File: src/usb_fifo_pkg.sv
// constants and carriers shared by the endpoint access logic
// assumes a 40 MHz system clock and a word-addressed register map
package usb_fifo_pkg;

	// ----------------------------------------------------------------
	// timing
	// ----------------------------------------------------------------
	localparam int unsigned CLOCK_HZ = 40_000_000;
	localparam int unsigned IDLE_SUSPEND_US = 3000;
	localparam int unsigned IDLE_SUSPEND_CYCLES = (CLOCK_HZ / 1_000_000) * IDLE_SUSPEND_US;

	// ----------------------------------------------------------------
	// register indexes (byte address is four times the index)
	// ----------------------------------------------------------------
	localparam logic [6:0] USB_STATUS_CONTROL_INDEX = 7'h1A;
	localparam logic [6:0] FIFO_COMMAND_STATUS_INDEX = 7'h46;
	localparam logic [6:0] ENDPOINT0_DATA_PORT_INDEX = 7'h48;
	localparam logic [6:0] ENDPOINT1_DATA_PORT_INDEX = 7'h49;
	localparam logic [6:0] ENDPOINT2_DATA_PORT_INDEX = 7'h4A;

	// ----------------------------------------------------------------
	// field positions and reset values
	// ----------------------------------------------------------------
	localparam int unsigned ZERO_LENGTH_BIT = 7;
	localparam int unsigned READY_BIT = 6;
	localparam int unsigned SETUP_BIT = 5;
	localparam int unsigned FIFO_SELECT_HIGH_BIT = 4;
	localparam int unsigned FIFO_SELECT_LOW_BIT = 3;
	localparam int unsigned FLUSH_BIT = 2;
	localparam int unsigned DIRECTION_BIT = 1;
	localparam int unsigned REQUEST_BIT = 0;
	localparam int unsigned SUSPEND_BIT = 0;
	localparam int unsigned REMOTE_WAKE_BIT = 1;
	localparam int unsigned RESUME_BIT = 3;
	localparam logic [7:0] COMMAND_RESET = 8'h00;
	localparam logic [7:0] STATUS_RESET = 8'h00;

	localparam int unsigned ENDPOINT_COUNT = 3;
	localparam int unsigned PACKET_BYTES = 8;

	// ----------------------------------------------------------------
	// carriers toward the serial interface engine
	// ----------------------------------------------------------------
	typedef struct packed {
		logic busy;
		logic done;
		logic [1:0] pipe;
		logic rx_valid;
		logic [7:0] rx_data;
		logic rx_last;
		logic rx_setup;
		logic rx_zero;
		logic tx_take;
	} sie_link_s;

	typedef struct packed {
		logic pending;
		logic [7:0] data;
		logic [3:0] count;
	} sie_tx_s;

	typedef enum logic [1:0] {
		LINK_ACTIVE = 2'b00,
		LINK_SUSPENDED = 2'b01,
		LINK_RESUMING = 2'b11
	} link_state_e;

endpackage

File: src/usb_endpoint_fifo_access.sv
// firmware access to three endpoint buffers plus suspend and wake-up
// assumes an Avalon-MM master on the system clock and an engine on the same clock
//
// What this block does
// RULE1: firmware selects, then requests, then releases
// RULE2: direction 1 writes; toggling it ends transfer
// RULE3: flush empties selected buffer even when unready
// RULE4: select 00/01/10 picks endpoint 0/1/2
// RULE5: setup flag set by hardware, cleared by firmware
// RULE6: ready shows selected buffer accessible now
// RULE7: zero flag cleared by port read or setup
// RULE8: packets hold at most eight bytes
// RULE9: read ready falls after last byte
// RULE10: write ready falls when buffer full
// RULE11: firmware waits before sampling ready
// RULE12: firmware spaces data port accesses
// RULE13: empty packet sent by commit without data
// RULE14: endpoint 1 write sequence with ready check
// RULE15: each buffer has its own data port
// RULE16: host use blocks firmware; done raises interrupt
// RULE17: long bus idle enters suspend with interrupt
// RULE18: firmware gates usb clock in suspend
// RULE19: host resume sets resume bit, interrupt
// RULE20: firmware restores clocks after resume
// RULE21: resume bit clears before suspend bit falls; both clear in one cycle here if traffic is back when resume ends
// RULE22: remote wake write drives wake toward host
// RULE23: command register bit layout as listed
//
// Local design decision: the Avalon-MM slave port.
`timescale 1ns/1ps
module usb_endpoint_fifo_access
	import usb_fifo_pkg::*;
#(
	parameter int unsigned IDLE_CYCLES = usb_fifo_pkg::IDLE_SUSPEND_CYCLES
) (
	input wire logic i_clock,
	input wire logic i_rst_n,
	input wire logic [8:0] i_address,
	input wire logic i_read,
	input wire logic i_write,
	input wire logic [31:0] i_writedata,
	input wire logic [3:0] i_byteenable,
	output logic [31:0] o_readdata,
	output logic o_waitrequest,
	input wire usb_fifo_pkg::sie_link_s i_link,
	output usb_fifo_pkg::sie_tx_s o_tx,
	input wire logic i_bus_active,
	input wire logic i_host_resume,
	output logic o_usb_int,
	output logic [1:0] o_active_pipe_number,
	output logic o_remote_wake
);
	import usb_fifo_pkg::*;

	localparam int unsigned CW = $clog2(IDLE_CYCLES + 1);

	// ----------------------------------------------------------------
	// declarations
	// ----------------------------------------------------------------
	logic [6:0] index;
	logic wr_done;
	logic rd_done;
	logic cmd_write;
	logic usc_write;
	logic [7:0] wbyte;
	logic [1:0] fifo_select;
	logic request;
	logic direction;
	logic setup_flag;
	logic ready;
	logic [2:0] zero_length_flag;
	logic [2:0] flush;
	logic [2:0] port_hit;
	logic [2:0] host_hit;
	logic [2:0] mcu_read;
	logic [2:0] mcu_write;
	logic [2:0] mcu_commit;
	logic [2:0] mcu_release;
	logic [7:0] head [ENDPOINT_COUNT];
	logic [3:0] count [ENDPOINT_COUNT];
	logic [2:0] for_mcu;
	logic [2:0] for_host;
	logic [2:0] can_read;
	logic [2:0] can_write;
	logic select_valid;
	logic end_of_transfer;
	logic next_ready;
	logic [7:0] cmd_view;
	logic [7:0] usc_view;
	logic [7:0] next_read;
	logic [1:0] active_meta;
	logic [1:0] resume_meta;
	logic bus_active_s;
	logic resume_s;
	link_state_e link_state;
	logic [CW-1:0] idle_count;
	logic suspend_flag;
	logic resume_flag;
	logic link_event;

	// ----------------------------------------------------------------
	// bus decode
	// ----------------------------------------------------------------
	// one wait cycle on every access keeps read data registered
	assign index = i_address[8:2];
	assign wr_done = i_write && !o_waitrequest && i_byteenable[0];
	assign rd_done = i_read && !o_waitrequest;
	assign wbyte = i_writedata[7:0];
	assign cmd_write = wr_done && index == FIFO_COMMAND_STATUS_INDEX;
	assign usc_write = wr_done && index == USB_STATUS_CONTROL_INDEX;
	assign select_valid = fifo_select != 2'b11;
	// direction toggled while holding the request marks the transfer end
	assign end_of_transfer = cmd_write && request && wbyte[DIRECTION_BIT] != direction; // RULE2

	always_ff @(posedge i_clock or negedge i_rst_n) begin
		if (!i_rst_n) begin
			o_waitrequest <= 1'b1;
		end else begin
			o_waitrequest <= !((i_read || i_write) && o_waitrequest);
		end
	end

	// ----------------------------------------------------------------
	// per endpoint buffers and strobes
	// ----------------------------------------------------------------
	genvar g;
	generate
		for (g = 0; g < ENDPOINT_COUNT; g++) begin : ep
			logic sel;
			assign sel = fifo_select == 2'(g); // RULE4
			assign port_hit[g] = index == ENDPOINT0_DATA_PORT_INDEX + 7'(g); // RULE15
			assign host_hit[g] = i_link.pipe == 2'(g);
			// firmware locked out while the host holds this pipe
			assign mcu_read[g] = rd_done && port_hit[g] && request && !direction
				&& sel && !(i_link.busy && host_hit[g]); // RULE16
			assign mcu_write[g] = wr_done && port_hit[g] && request && direction
				&& sel && !(i_link.busy && host_hit[g]); // RULE16
			assign mcu_commit[g] = end_of_transfer && sel && direction; // RULE14
			assign mcu_release[g] = end_of_transfer && sel && !direction && for_mcu[g];

			usb_endpoint_buffer #(
				.DEPTH(PACKET_BYTES),
				.WIDTH(8)
			) buffer (
				.i_clock(i_clock),
				.i_rst_n(i_rst_n),
				.i_flush(flush[g]),
				.i_host_write(i_link.rx_valid && host_hit[g]),
				.i_host_data(i_link.rx_data),
				.i_host_commit(i_link.rx_last && host_hit[g]),
				.i_host_take(i_link.tx_take && host_hit[g]),
				.i_host_release(i_link.done && host_hit[g] && for_host[g]),
				.i_mcu_write(mcu_write[g]),
				.i_mcu_data(wbyte),
				.i_mcu_read(mcu_read[g]),
				.i_mcu_commit(mcu_commit[g]), // RULE13
				.i_mcu_release(mcu_release[g]),
				.o_head(head[g]),
				.o_count(count[g]), // RULE8
				.o_for_mcu(for_mcu[g]),
				.o_for_host(for_host[g]),
				.o_can_read(can_read[g]),
				.o_can_write(can_write[g])
			);

			// zero flag: set by an empty packet, cleared by port read or setup
			always_ff @(posedge i_clock or negedge i_rst_n) begin
				if (!i_rst_n) begin
					zero_length_flag[g] <= 1'b0;
				end else if (i_link.rx_last && i_link.rx_zero && host_hit[g]) begin
					zero_length_flag[g] <= 1'b1;
				end else if ((rd_done && port_hit[g]) || (i_link.rx_last && i_link.rx_setup)) begin
					zero_length_flag[g] <= 1'b0; // RULE7
				end
			end

			// flush is a one-cycle strobe; the bit reads back as zero
			always_ff @(posedge i_clock or negedge i_rst_n) begin
				if (!i_rst_n) begin
					flush[g] <= 1'b0;
				end else begin
					flush[g] <= cmd_write && wbyte[FLUSH_BIT]
						&& {wbyte[FIFO_SELECT_HIGH_BIT], wbyte[FIFO_SELECT_LOW_BIT]} == 2'(g); // RULE3
				end
			end
		end
	endgenerate

	// ----------------------------------------------------------------
	// command register
	// ----------------------------------------------------------------
	// firmware orders select, direction and request; no check is made here
	always_ff @(posedge i_clock or negedge i_rst_n) begin
		if (!i_rst_n) begin
			fifo_select <= {COMMAND_RESET[FIFO_SELECT_HIGH_BIT], COMMAND_RESET[FIFO_SELECT_LOW_BIT]};
			direction <= COMMAND_RESET[DIRECTION_BIT];
			request <= COMMAND_RESET[REQUEST_BIT];
		end else if (cmd_write) begin
			fifo_select <= {wbyte[FIFO_SELECT_HIGH_BIT], wbyte[FIFO_SELECT_LOW_BIT]}; // RULE23
			direction <= wbyte[DIRECTION_BIT]; // RULE1
			request <= wbyte[REQUEST_BIT]; // RULE1
		end
	end

	// a new setup wins over a firmware clear in the same cycle
	always_ff @(posedge i_clock or negedge i_rst_n) begin
		if (!i_rst_n) begin
			setup_flag <= COMMAND_RESET[SETUP_BIT];
		end else if (i_link.rx_last && i_link.rx_setup) begin
			setup_flag <= 1'b1; // RULE5
		end else if (cmd_write && !wbyte[SETUP_BIT]) begin
			setup_flag <= 1'b0; // RULE5
		end
	end

	// ----------------------------------------------------------------
	// ready status
	// ----------------------------------------------------------------
	always_comb begin
		next_ready = 1'b0;
		if (request && select_valid && !(i_link.busy && i_link.pipe == fifo_select)) begin
			if (direction) begin
				next_ready = can_write[fifo_select]; // RULE10
			end else begin
				next_ready = can_read[fifo_select]; // RULE9
			end
		end
	end

	always_ff @(posedge i_clock or negedge i_rst_n) begin
		if (!i_rst_n) begin
			ready <= 1'b0;
		end else begin
			ready <= next_ready; // RULE6
		end
	end

	// ----------------------------------------------------------------
	// read data
	// ----------------------------------------------------------------
	always_comb begin
		cmd_view = '0;
		cmd_view[ZERO_LENGTH_BIT] = select_valid && zero_length_flag[fifo_select];
		cmd_view[READY_BIT] = ready;
		cmd_view[SETUP_BIT] = setup_flag;
		cmd_view[FIFO_SELECT_HIGH_BIT] = fifo_select[1];
		cmd_view[FIFO_SELECT_LOW_BIT] = fifo_select[0];
		cmd_view[DIRECTION_BIT] = direction;
		cmd_view[REQUEST_BIT] = request;
		usc_view = STATUS_RESET;
		usc_view[SUSPEND_BIT] = suspend_flag;
		usc_view[RESUME_BIT] = resume_flag;
		next_read = '0;
		case (index)
			FIFO_COMMAND_STATUS_INDEX: next_read = cmd_view;
			USB_STATUS_CONTROL_INDEX: next_read = usc_view;
			ENDPOINT0_DATA_PORT_INDEX: next_read = head[0];
			ENDPOINT1_DATA_PORT_INDEX: next_read = head[1];
			ENDPOINT2_DATA_PORT_INDEX: next_read = head[2];
			default: next_read = '0;
		endcase
	end

	// unmapped addresses read zero and ignore writes
	always_ff @(posedge i_clock or negedge i_rst_n) begin
		if (!i_rst_n) begin
			o_readdata <= '0;
		end else if (i_read && o_waitrequest) begin
			o_readdata <= {24'h000000, next_read};
		end
	end

	// ----------------------------------------------------------------
	// engine side
	// ----------------------------------------------------------------
	always_ff @(posedge i_clock or negedge i_rst_n) begin
		if (!i_rst_n) begin
			o_tx <= '0;
		end else if (i_link.pipe != 2'b11) begin
			o_tx.pending <= for_host[i_link.pipe];
			o_tx.data <= head[i_link.pipe];
			o_tx.count <= count[i_link.pipe];
		end else begin
			o_tx <= '0;
		end
	end

	always_ff @(posedge i_clock or negedge i_rst_n) begin
		if (!i_rst_n) begin
			o_active_pipe_number <= 2'b00;
		end else if (i_link.done) begin
			o_active_pipe_number <= i_link.pipe; // RULE16
		end
	end

	always_ff @(posedge i_clock or negedge i_rst_n) begin
		if (!i_rst_n) begin
			o_usb_int <= 1'b0;
		end else begin
			o_usb_int <= i_link.done || link_event; // RULE16
		end
	end

	// ----------------------------------------------------------------
	// line synchronisers
	// ----------------------------------------------------------------
	always_ff @(posedge i_clock or negedge i_rst_n) begin
		if (!i_rst_n) begin
			active_meta <= 2'b00;
			resume_meta <= 2'b00;
		end else begin
			active_meta <= {active_meta[0], i_bus_active};
			resume_meta <= {resume_meta[0], i_host_resume};
		end
	end
	assign bus_active_s = active_meta[1];
	assign resume_s = resume_meta[1];

	// ----------------------------------------------------------------
	// suspend and resume
	// ----------------------------------------------------------------
	// clock gating in suspend is left to firmware
	always_ff @(posedge i_clock or negedge i_rst_n) begin
		if (!i_rst_n) begin
			link_state <= LINK_ACTIVE;
			idle_count <= '0;
			suspend_flag <= 1'b0;
			resume_flag <= 1'b0;
			link_event <= 1'b0;
		end else begin
			link_event <= 1'b0;
			case (link_state)
				LINK_ACTIVE: begin
					if (bus_active_s) begin
						idle_count <= '0;
					end else if (idle_count == CW'(IDLE_CYCLES - 1)) begin
						idle_count <= '0;
						link_state <= LINK_SUSPENDED;
						suspend_flag <= 1'b1; // RULE17
						link_event <= 1'b1; // RULE17
					end else begin
						idle_count <= idle_count + CW'(1);
					end
				end
				LINK_SUSPENDED: begin
					if (resume_s) begin
						link_state <= LINK_RESUMING;
						resume_flag <= 1'b1; // RULE19
						link_event <= 1'b1; // RULE19
					end
				end
				LINK_RESUMING: begin
					// resume drops when resume ends, suspend in that cycle or later once traffic returns
					if (!resume_s) begin
						resume_flag <= 1'b0; // RULE21
						if (bus_active_s) begin
							link_state <= LINK_ACTIVE;
							suspend_flag <= 1'b0; // RULE21
							link_event <= 1'b1;
						end
					end
				end
				default: begin
					link_state <= LINK_ACTIVE;
				end
			endcase
		end
	end

	// wake stays driven until the host answers with resume
	always_ff @(posedge i_clock or negedge i_rst_n) begin
		if (!i_rst_n) begin
			o_remote_wake <= 1'b0;
		end else if (resume_s || link_state == LINK_ACTIVE) begin
			o_remote_wake <= 1'b0;
		end else if (usc_write && wbyte[REMOTE_WAKE_BIT]) begin
			o_remote_wake <= 1'b1; // RULE22
		end
	end

endmodule

File: src/usb_endpoint_buffer.sv
// one endpoint packet buffer shared by host engine and firmware
// assumes the owner of each side respects the held flags
`timescale 1ns/1ps
module usb_endpoint_buffer #(
	parameter int unsigned DEPTH = 8,
	parameter int unsigned WIDTH = 8
) (
	input wire logic i_clock,
	input wire logic i_rst_n,
	input wire logic i_flush,
	input wire logic i_host_write,
	input wire logic [WIDTH-1:0] i_host_data,
	input wire logic i_host_commit,
	input wire logic i_host_take,
	input wire logic i_host_release,
	input wire logic i_mcu_write,
	input wire logic [WIDTH-1:0] i_mcu_data,
	input wire logic i_mcu_read,
	input wire logic i_mcu_commit,
	input wire logic i_mcu_release,
	output logic [WIDTH-1:0] o_head,
	output logic [3:0] o_count,
	output logic o_for_mcu,
	output logic o_for_host,
	output logic o_can_read,
	output logic o_can_write
);

	localparam int unsigned PW = $clog2(DEPTH + 1);

	logic [WIDTH-1:0] mem [DEPTH];
	logic [PW-1:0] wptr;
	logic [PW-1:0] rptr;
	logic free;

	// ----------------------------------------------------------------
	// status
	// ----------------------------------------------------------------
	assign free = !o_for_mcu && !o_for_host;
	assign o_head = (rptr < PW'(DEPTH)) ? mem[rptr[PW-2:0]] : '0;
	assign o_count = 4'(wptr);
	assign o_can_read = o_for_mcu && (rptr < wptr);
	assign o_can_write = free && (wptr < PW'(DEPTH));

	// ----------------------------------------------------------------
	// storage
	// ----------------------------------------------------------------
	always_ff @(posedge i_clock) begin
		if (free && wptr < PW'(DEPTH)) begin
			if (i_host_write) begin
				mem[wptr[PW-2:0]] <= i_host_data;
			end else if (i_mcu_write) begin
				mem[wptr[PW-2:0]] <= i_mcu_data;
			end
		end
	end

	// ----------------------------------------------------------------
	// pointers and ownership
	// ----------------------------------------------------------------
	always_ff @(posedge i_clock or negedge i_rst_n) begin
		if (!i_rst_n) begin
			wptr <= '0;
			rptr <= '0;
			o_for_mcu <= 1'b0;
			o_for_host <= 1'b0;
		end else if (i_flush) begin
			wptr <= '0;
			rptr <= '0;
			o_for_mcu <= 1'b0;
			o_for_host <= 1'b0;
		end else if (i_mcu_release || i_host_release) begin
			wptr <= '0;
			rptr <= '0;
			o_for_mcu <= 1'b0;
			o_for_host <= 1'b0;
		end else if (i_host_commit && free) begin
			o_for_mcu <= 1'b1;
			rptr <= '0;
		end else if (i_mcu_commit && free) begin
			o_for_host <= 1'b1;
			rptr <= '0;
		end else begin
			if ((i_host_write || i_mcu_write) && o_can_write) begin
				wptr <= wptr + PW'(1);
			end
			if ((i_mcu_read && o_can_read) || (i_host_take && o_for_host && rptr < wptr)) begin
				rptr <= rptr + PW'(1);
			end
		end
	end

endmodule

File: config.mk
export PLATFORM = sky130hd
export DESIGN_NAME = usb_endpoint_fifo_access
export DESIGN_NICKNAME = d
export VERILOG_FILES = /design/src/usb_fifo_pkg.sv /design/src/usb_endpoint_fifo_access.sv /design/src/usb_endpoint_buffer.sv
export SDC_FILE = /design/constraint.sdc
export NUM_CORES = 1
export LEC_CHECK = 0
export ABC_AREA = 1
export BUFFER_PORTS_ARGS = -buffer_cell sky130_fd_sc_hd__buf_2
export CAP_MARGIN = 20
export CELL_PAD_IN_SITES_DETAIL_PLACEMENT = 0
export CELL_PAD_IN_SITES_GLOBAL_PLACEMENT = 1
export CORE_ASPECT_RATIO = 0.75
export CORE_UTILIZATION = 47
export DETAILED_ROUTE_END_ITERATION = 16
export PLACE_DENSITY_LB_ADDON = 0.08
export SLEW_MARGIN = 10
export SYNTH_ARGS = -nofsm -noshare
export SYNTH_HDL_FRONTEND = slang
export SYNTH_SLANG_ARGS = --single-unit
File: constraint.sdc
create_clock -name i_clock -period 2.9 [get_ports i_clock]
set_clock_uncertainty 0.2 [all_clocks]
set_input_delay 0.29 -clock i_clock [delete_from_list [all_inputs] [get_ports i_clock]]
set_output_delay 0.29 -clock i_clock [all_outputs]
set_load 0.02 [all_outputs]
==> impl_metrics.tcl <==
set metrics [dict create \
    outcome "complete, no violations" \
    overflow 0 \
    worst-path-max-fanout 15 \
    viasPerCell 5.39 \
    hold_viol 0 \
    numCtsBuffers 30 \
    yosysSeqAreaShare 0.598 \
    drive_gt1_frac 0.134 \
    cts_tree "done" \
    syn-cell-area_mm2 0.0136 \
    antenna_found_initial 0 \
    wire_per_inst_um 19.0 \
    dr.first_iter.drc_count 932 \
    post-route-min-period_ps 2700 \
    synth.distinct_cells 47 \
    tightest_slew_ps 700 \
    rsz0062_at_grt "no" \
    wl_mm 37.0 \
    drv_slew 0 \
    portBuffers 64 \
    first_global_vias 9664 \
    setup_viol 0 \
    critPathArrivalTime_ps 2910 \
    pre_cts_slack_ps 385 \
    coreArea_mm2 0.0282 \
    grt_use_total 0.258 \
    gp_congestion 0.912 \
    num_vias 10500 \
    die-area_mm2 0.0296 \
    htree_levels 1 \
    peakVddDrop_mv 0.490 \
    n_antenna_cell 0 \
    fin_tns_setup_ps 0 \
    syn_avg_cell_area_um2 9.61 \
    endpoint_kind "flop" \
    finalCritPeriodShare 0.933 \
    yosysWarnings 0 \
    reg2reg_depth 8 \
    maxCapViolCount 0 \
    path_class "primary input to flop" \
    synthArstFlopShare 0.329 \
    ys_ff_latch 286 \
    slew_headroom 0.534 \
    synth_edf_count 192 \
    setup_ws_ps 195 \
    die_h_um 149 \
    dp_hpwl_mm 26.8 \
    cp_data_required_time_ps 3100 \
    finalNetCount 1625 \
    insertion_delay_ps 570 \
    power-per-cell-area_mw_per_mm2 569 \
    cts_buffer_depth 3 \
    num_io_pins 118 \
    cts.root.buffer_cell "clkbuf_16" \
    yosys_most_used_dff "edfxtp_1" \
    hold_depth 3 \
    cts.sinks 286 \
    initial_core_util 0.481 \
    syn_to_final_growth_pct 15.6 \
    postSynthCellCount 1411 \
    hold_path.class "primary input to flop" \
    cp-start-kind "primary input" \
    fmax_mhz 370 \
    postCtsSetupBuffers 0 \
    leakage_uw 0.00652 \
    grt_pass1_wl_mm 57.0 \
    grt_max_degree 50 \
    route.detailed.drc 0 \
    clk_pin_slew_ps 60 \
    die_w_um 198 \
    rows 53 \
    ant_nets 0 \
    drt-pass1-iter-count 6 \
]
[metal layers]
| layer | global-route usage | vias up | part of all wire |
|---|---|---|---|
| li1 | - | 5088 | - |
| met1 | 0.416 | 5061 | 0.50 |
| met3 | 0.0402 | 42 | 0.063 |
| met5 | 0 | - | 0 |
| met4 | 0.0512 | 0 | 0.018 |
| met2 | 0.363 | 306 | 0.42 |
[where the power goes]
group	switching (µW)	total (µW)	internal, µW
combinational	517	730	213
sequential	107	4580	4470
clock	1580	3620	2040
total	2200	8930	6720
[cell families after synthesis]
| family | count (synthesis) | synth area share |
|---|---|---|
| AOI/OAI and AO/OA | 240 | 0.101 |
| xor gates and xnor gates | 11 | 0.00710 |
| adders and majority gates | 16 | 0.0148 |
| buffers and inverters | 184 | 0.0611 |
| DFF | 286 | 0.598 |
| other | 1 | 0.000276 |
| and+or+nand+nor | 673 | 0.217 |
[final timing paths]
path | from | endpoint | slack [ps]
worst max-delay path | i_address[2] | ep[0].buffer.mem[1][1] | 200
worst min-delay path | i_link[11] | ep[2].buffer.mem[0][7] | 1
worst max register to register | fifo_select[0] | ep[0].buffer.mem[1][1] | 500
worst min register to register | active_meta[0] | active_meta[1] | 150
max in group asynchronous | i_rst_n | idle_count[4] | 1670
min in group asynchronous | i_rst_n | o_tx[11] | 100
[metrics by stage]
stage | utilization | power [µW] | hold WS, ps | area (µm²) | std cells
6_report | 0.556 | 8930 | 1.06 | 15700 | 1948
5_1_grt | 0.556 | 9260 | 34.3 | 15700 | 1948
4_1_cts | 0.556 | 8990 | 4.83 | 15700 | 1948
3_5_place_dp | 0.515 | 5360 | 136 | 14500 | 1869
3_3_place_gp | 0.515 | 5350 | 132 | 14500 | 1869
2_1_floorplan | - | 5090 | -206 | 13700 | 1434
[worst max-delay path, cell delays in order]
cell,delay [ps]
dlygate4sd3_1,550
buf_2,140
nor2_1,70
dlygate4sd3_1,550
nand2_1,100
nor2_4,140
nand3_1,120
nand3b_4,180
buf_4,190
o21ai_0,320
buf_4,250
[Yosys cell counts, types with 5 or more instances]
cell type	count	area, µm²
nor2_1	242	908
nand2_1	228	856
edfxtp_1	192	5770
o21ai_0	144	721
nand3_1	100	500
inv_1	96	360
dfrtp_1	93	2330
nand4_1	49	307
clkbuf_1	35	131
buf_4	26	195
a21oi_1	25	125
nor3_1	24	120
o211ai_1	22	165
ha_1	16	200
buf_2	14	70.1
o22ai_1	12	75.1
o21ai_1	11	55.1
o21ai_2	9	78.8
xor2_1	9	78.8
inv_2	7	26.3
nor2_2	6	37.5
nor2_4	5	56.3
[cell usage in the layout, fill, tap and decap left out, types with 3 or more instances in the layout]
cell type	synthesis	layout
o211ai_1	22	22
buf_2	14	63
nor2_1	242	242
nand4_1	49	49
a21oi_1	25	25
inv_1	96	96
nand2_1	228	228
a22oi_1	3	3
dlygate4sd3_1	0	25
nand3_1	100	100
inv_2	7	7
conb_1	1	24
o21ai_2	9	9
edfxtp_1	192	192
nor3_1	24	24
buf_4	26	63
o22ai_1	12	12
dfrtp_1	93	93
nand2_2	4	4
o21ai_0	144	143
xor2_1	9	9
clkinv_1	4	10
nand3b_1	4	4
nor4_1	3	3
clkinv_2	0	5
nor2_2	6	6
o21a_1	3	3
clkbuf_16	0	31
ha_1	16	16
clkbuf_1	35	7
nor2_4	5	5
o21ai_1	11	12
[cell type report]
| cell class | count | area (µm²) |
|---|---|---|
| Clock buffer | 38 | 802 |
| Clock inverter | 16 | 114 |
| Fill cell | 2548 | 12500 |
| Inverter | 107 | 402 |
| Multi-Input combinational cell | 964 | 4700 |
| Sequential cell | 286 | 8120 |
| Tap cell | 385 | 482 |
| Timing Repair Buffer | 152 | 1060 |
[state kept, by name, indices dropped and copies added, names as in the netlist, 3 cells and up]
name	flops
ep.buffer.o_for_mcu	3
idle_count	17
ep.buffer.o_for_host	3
flush	3
o_tx	13
ep.buffer.mem	192
zero_length_flag	3
ep.buffer.o_count	12
o_readdata	8
ep.buffer.rptr	12
[what timing repair did]
item | CTS | global route
endpoints found under the setup margin | 0 | 17
hold endpoints to repair | 67 | 0
hold buffers | 25 | 0
resized for setup | 0 | 2
Note: power is estimated with default switching activity, not from simulation.
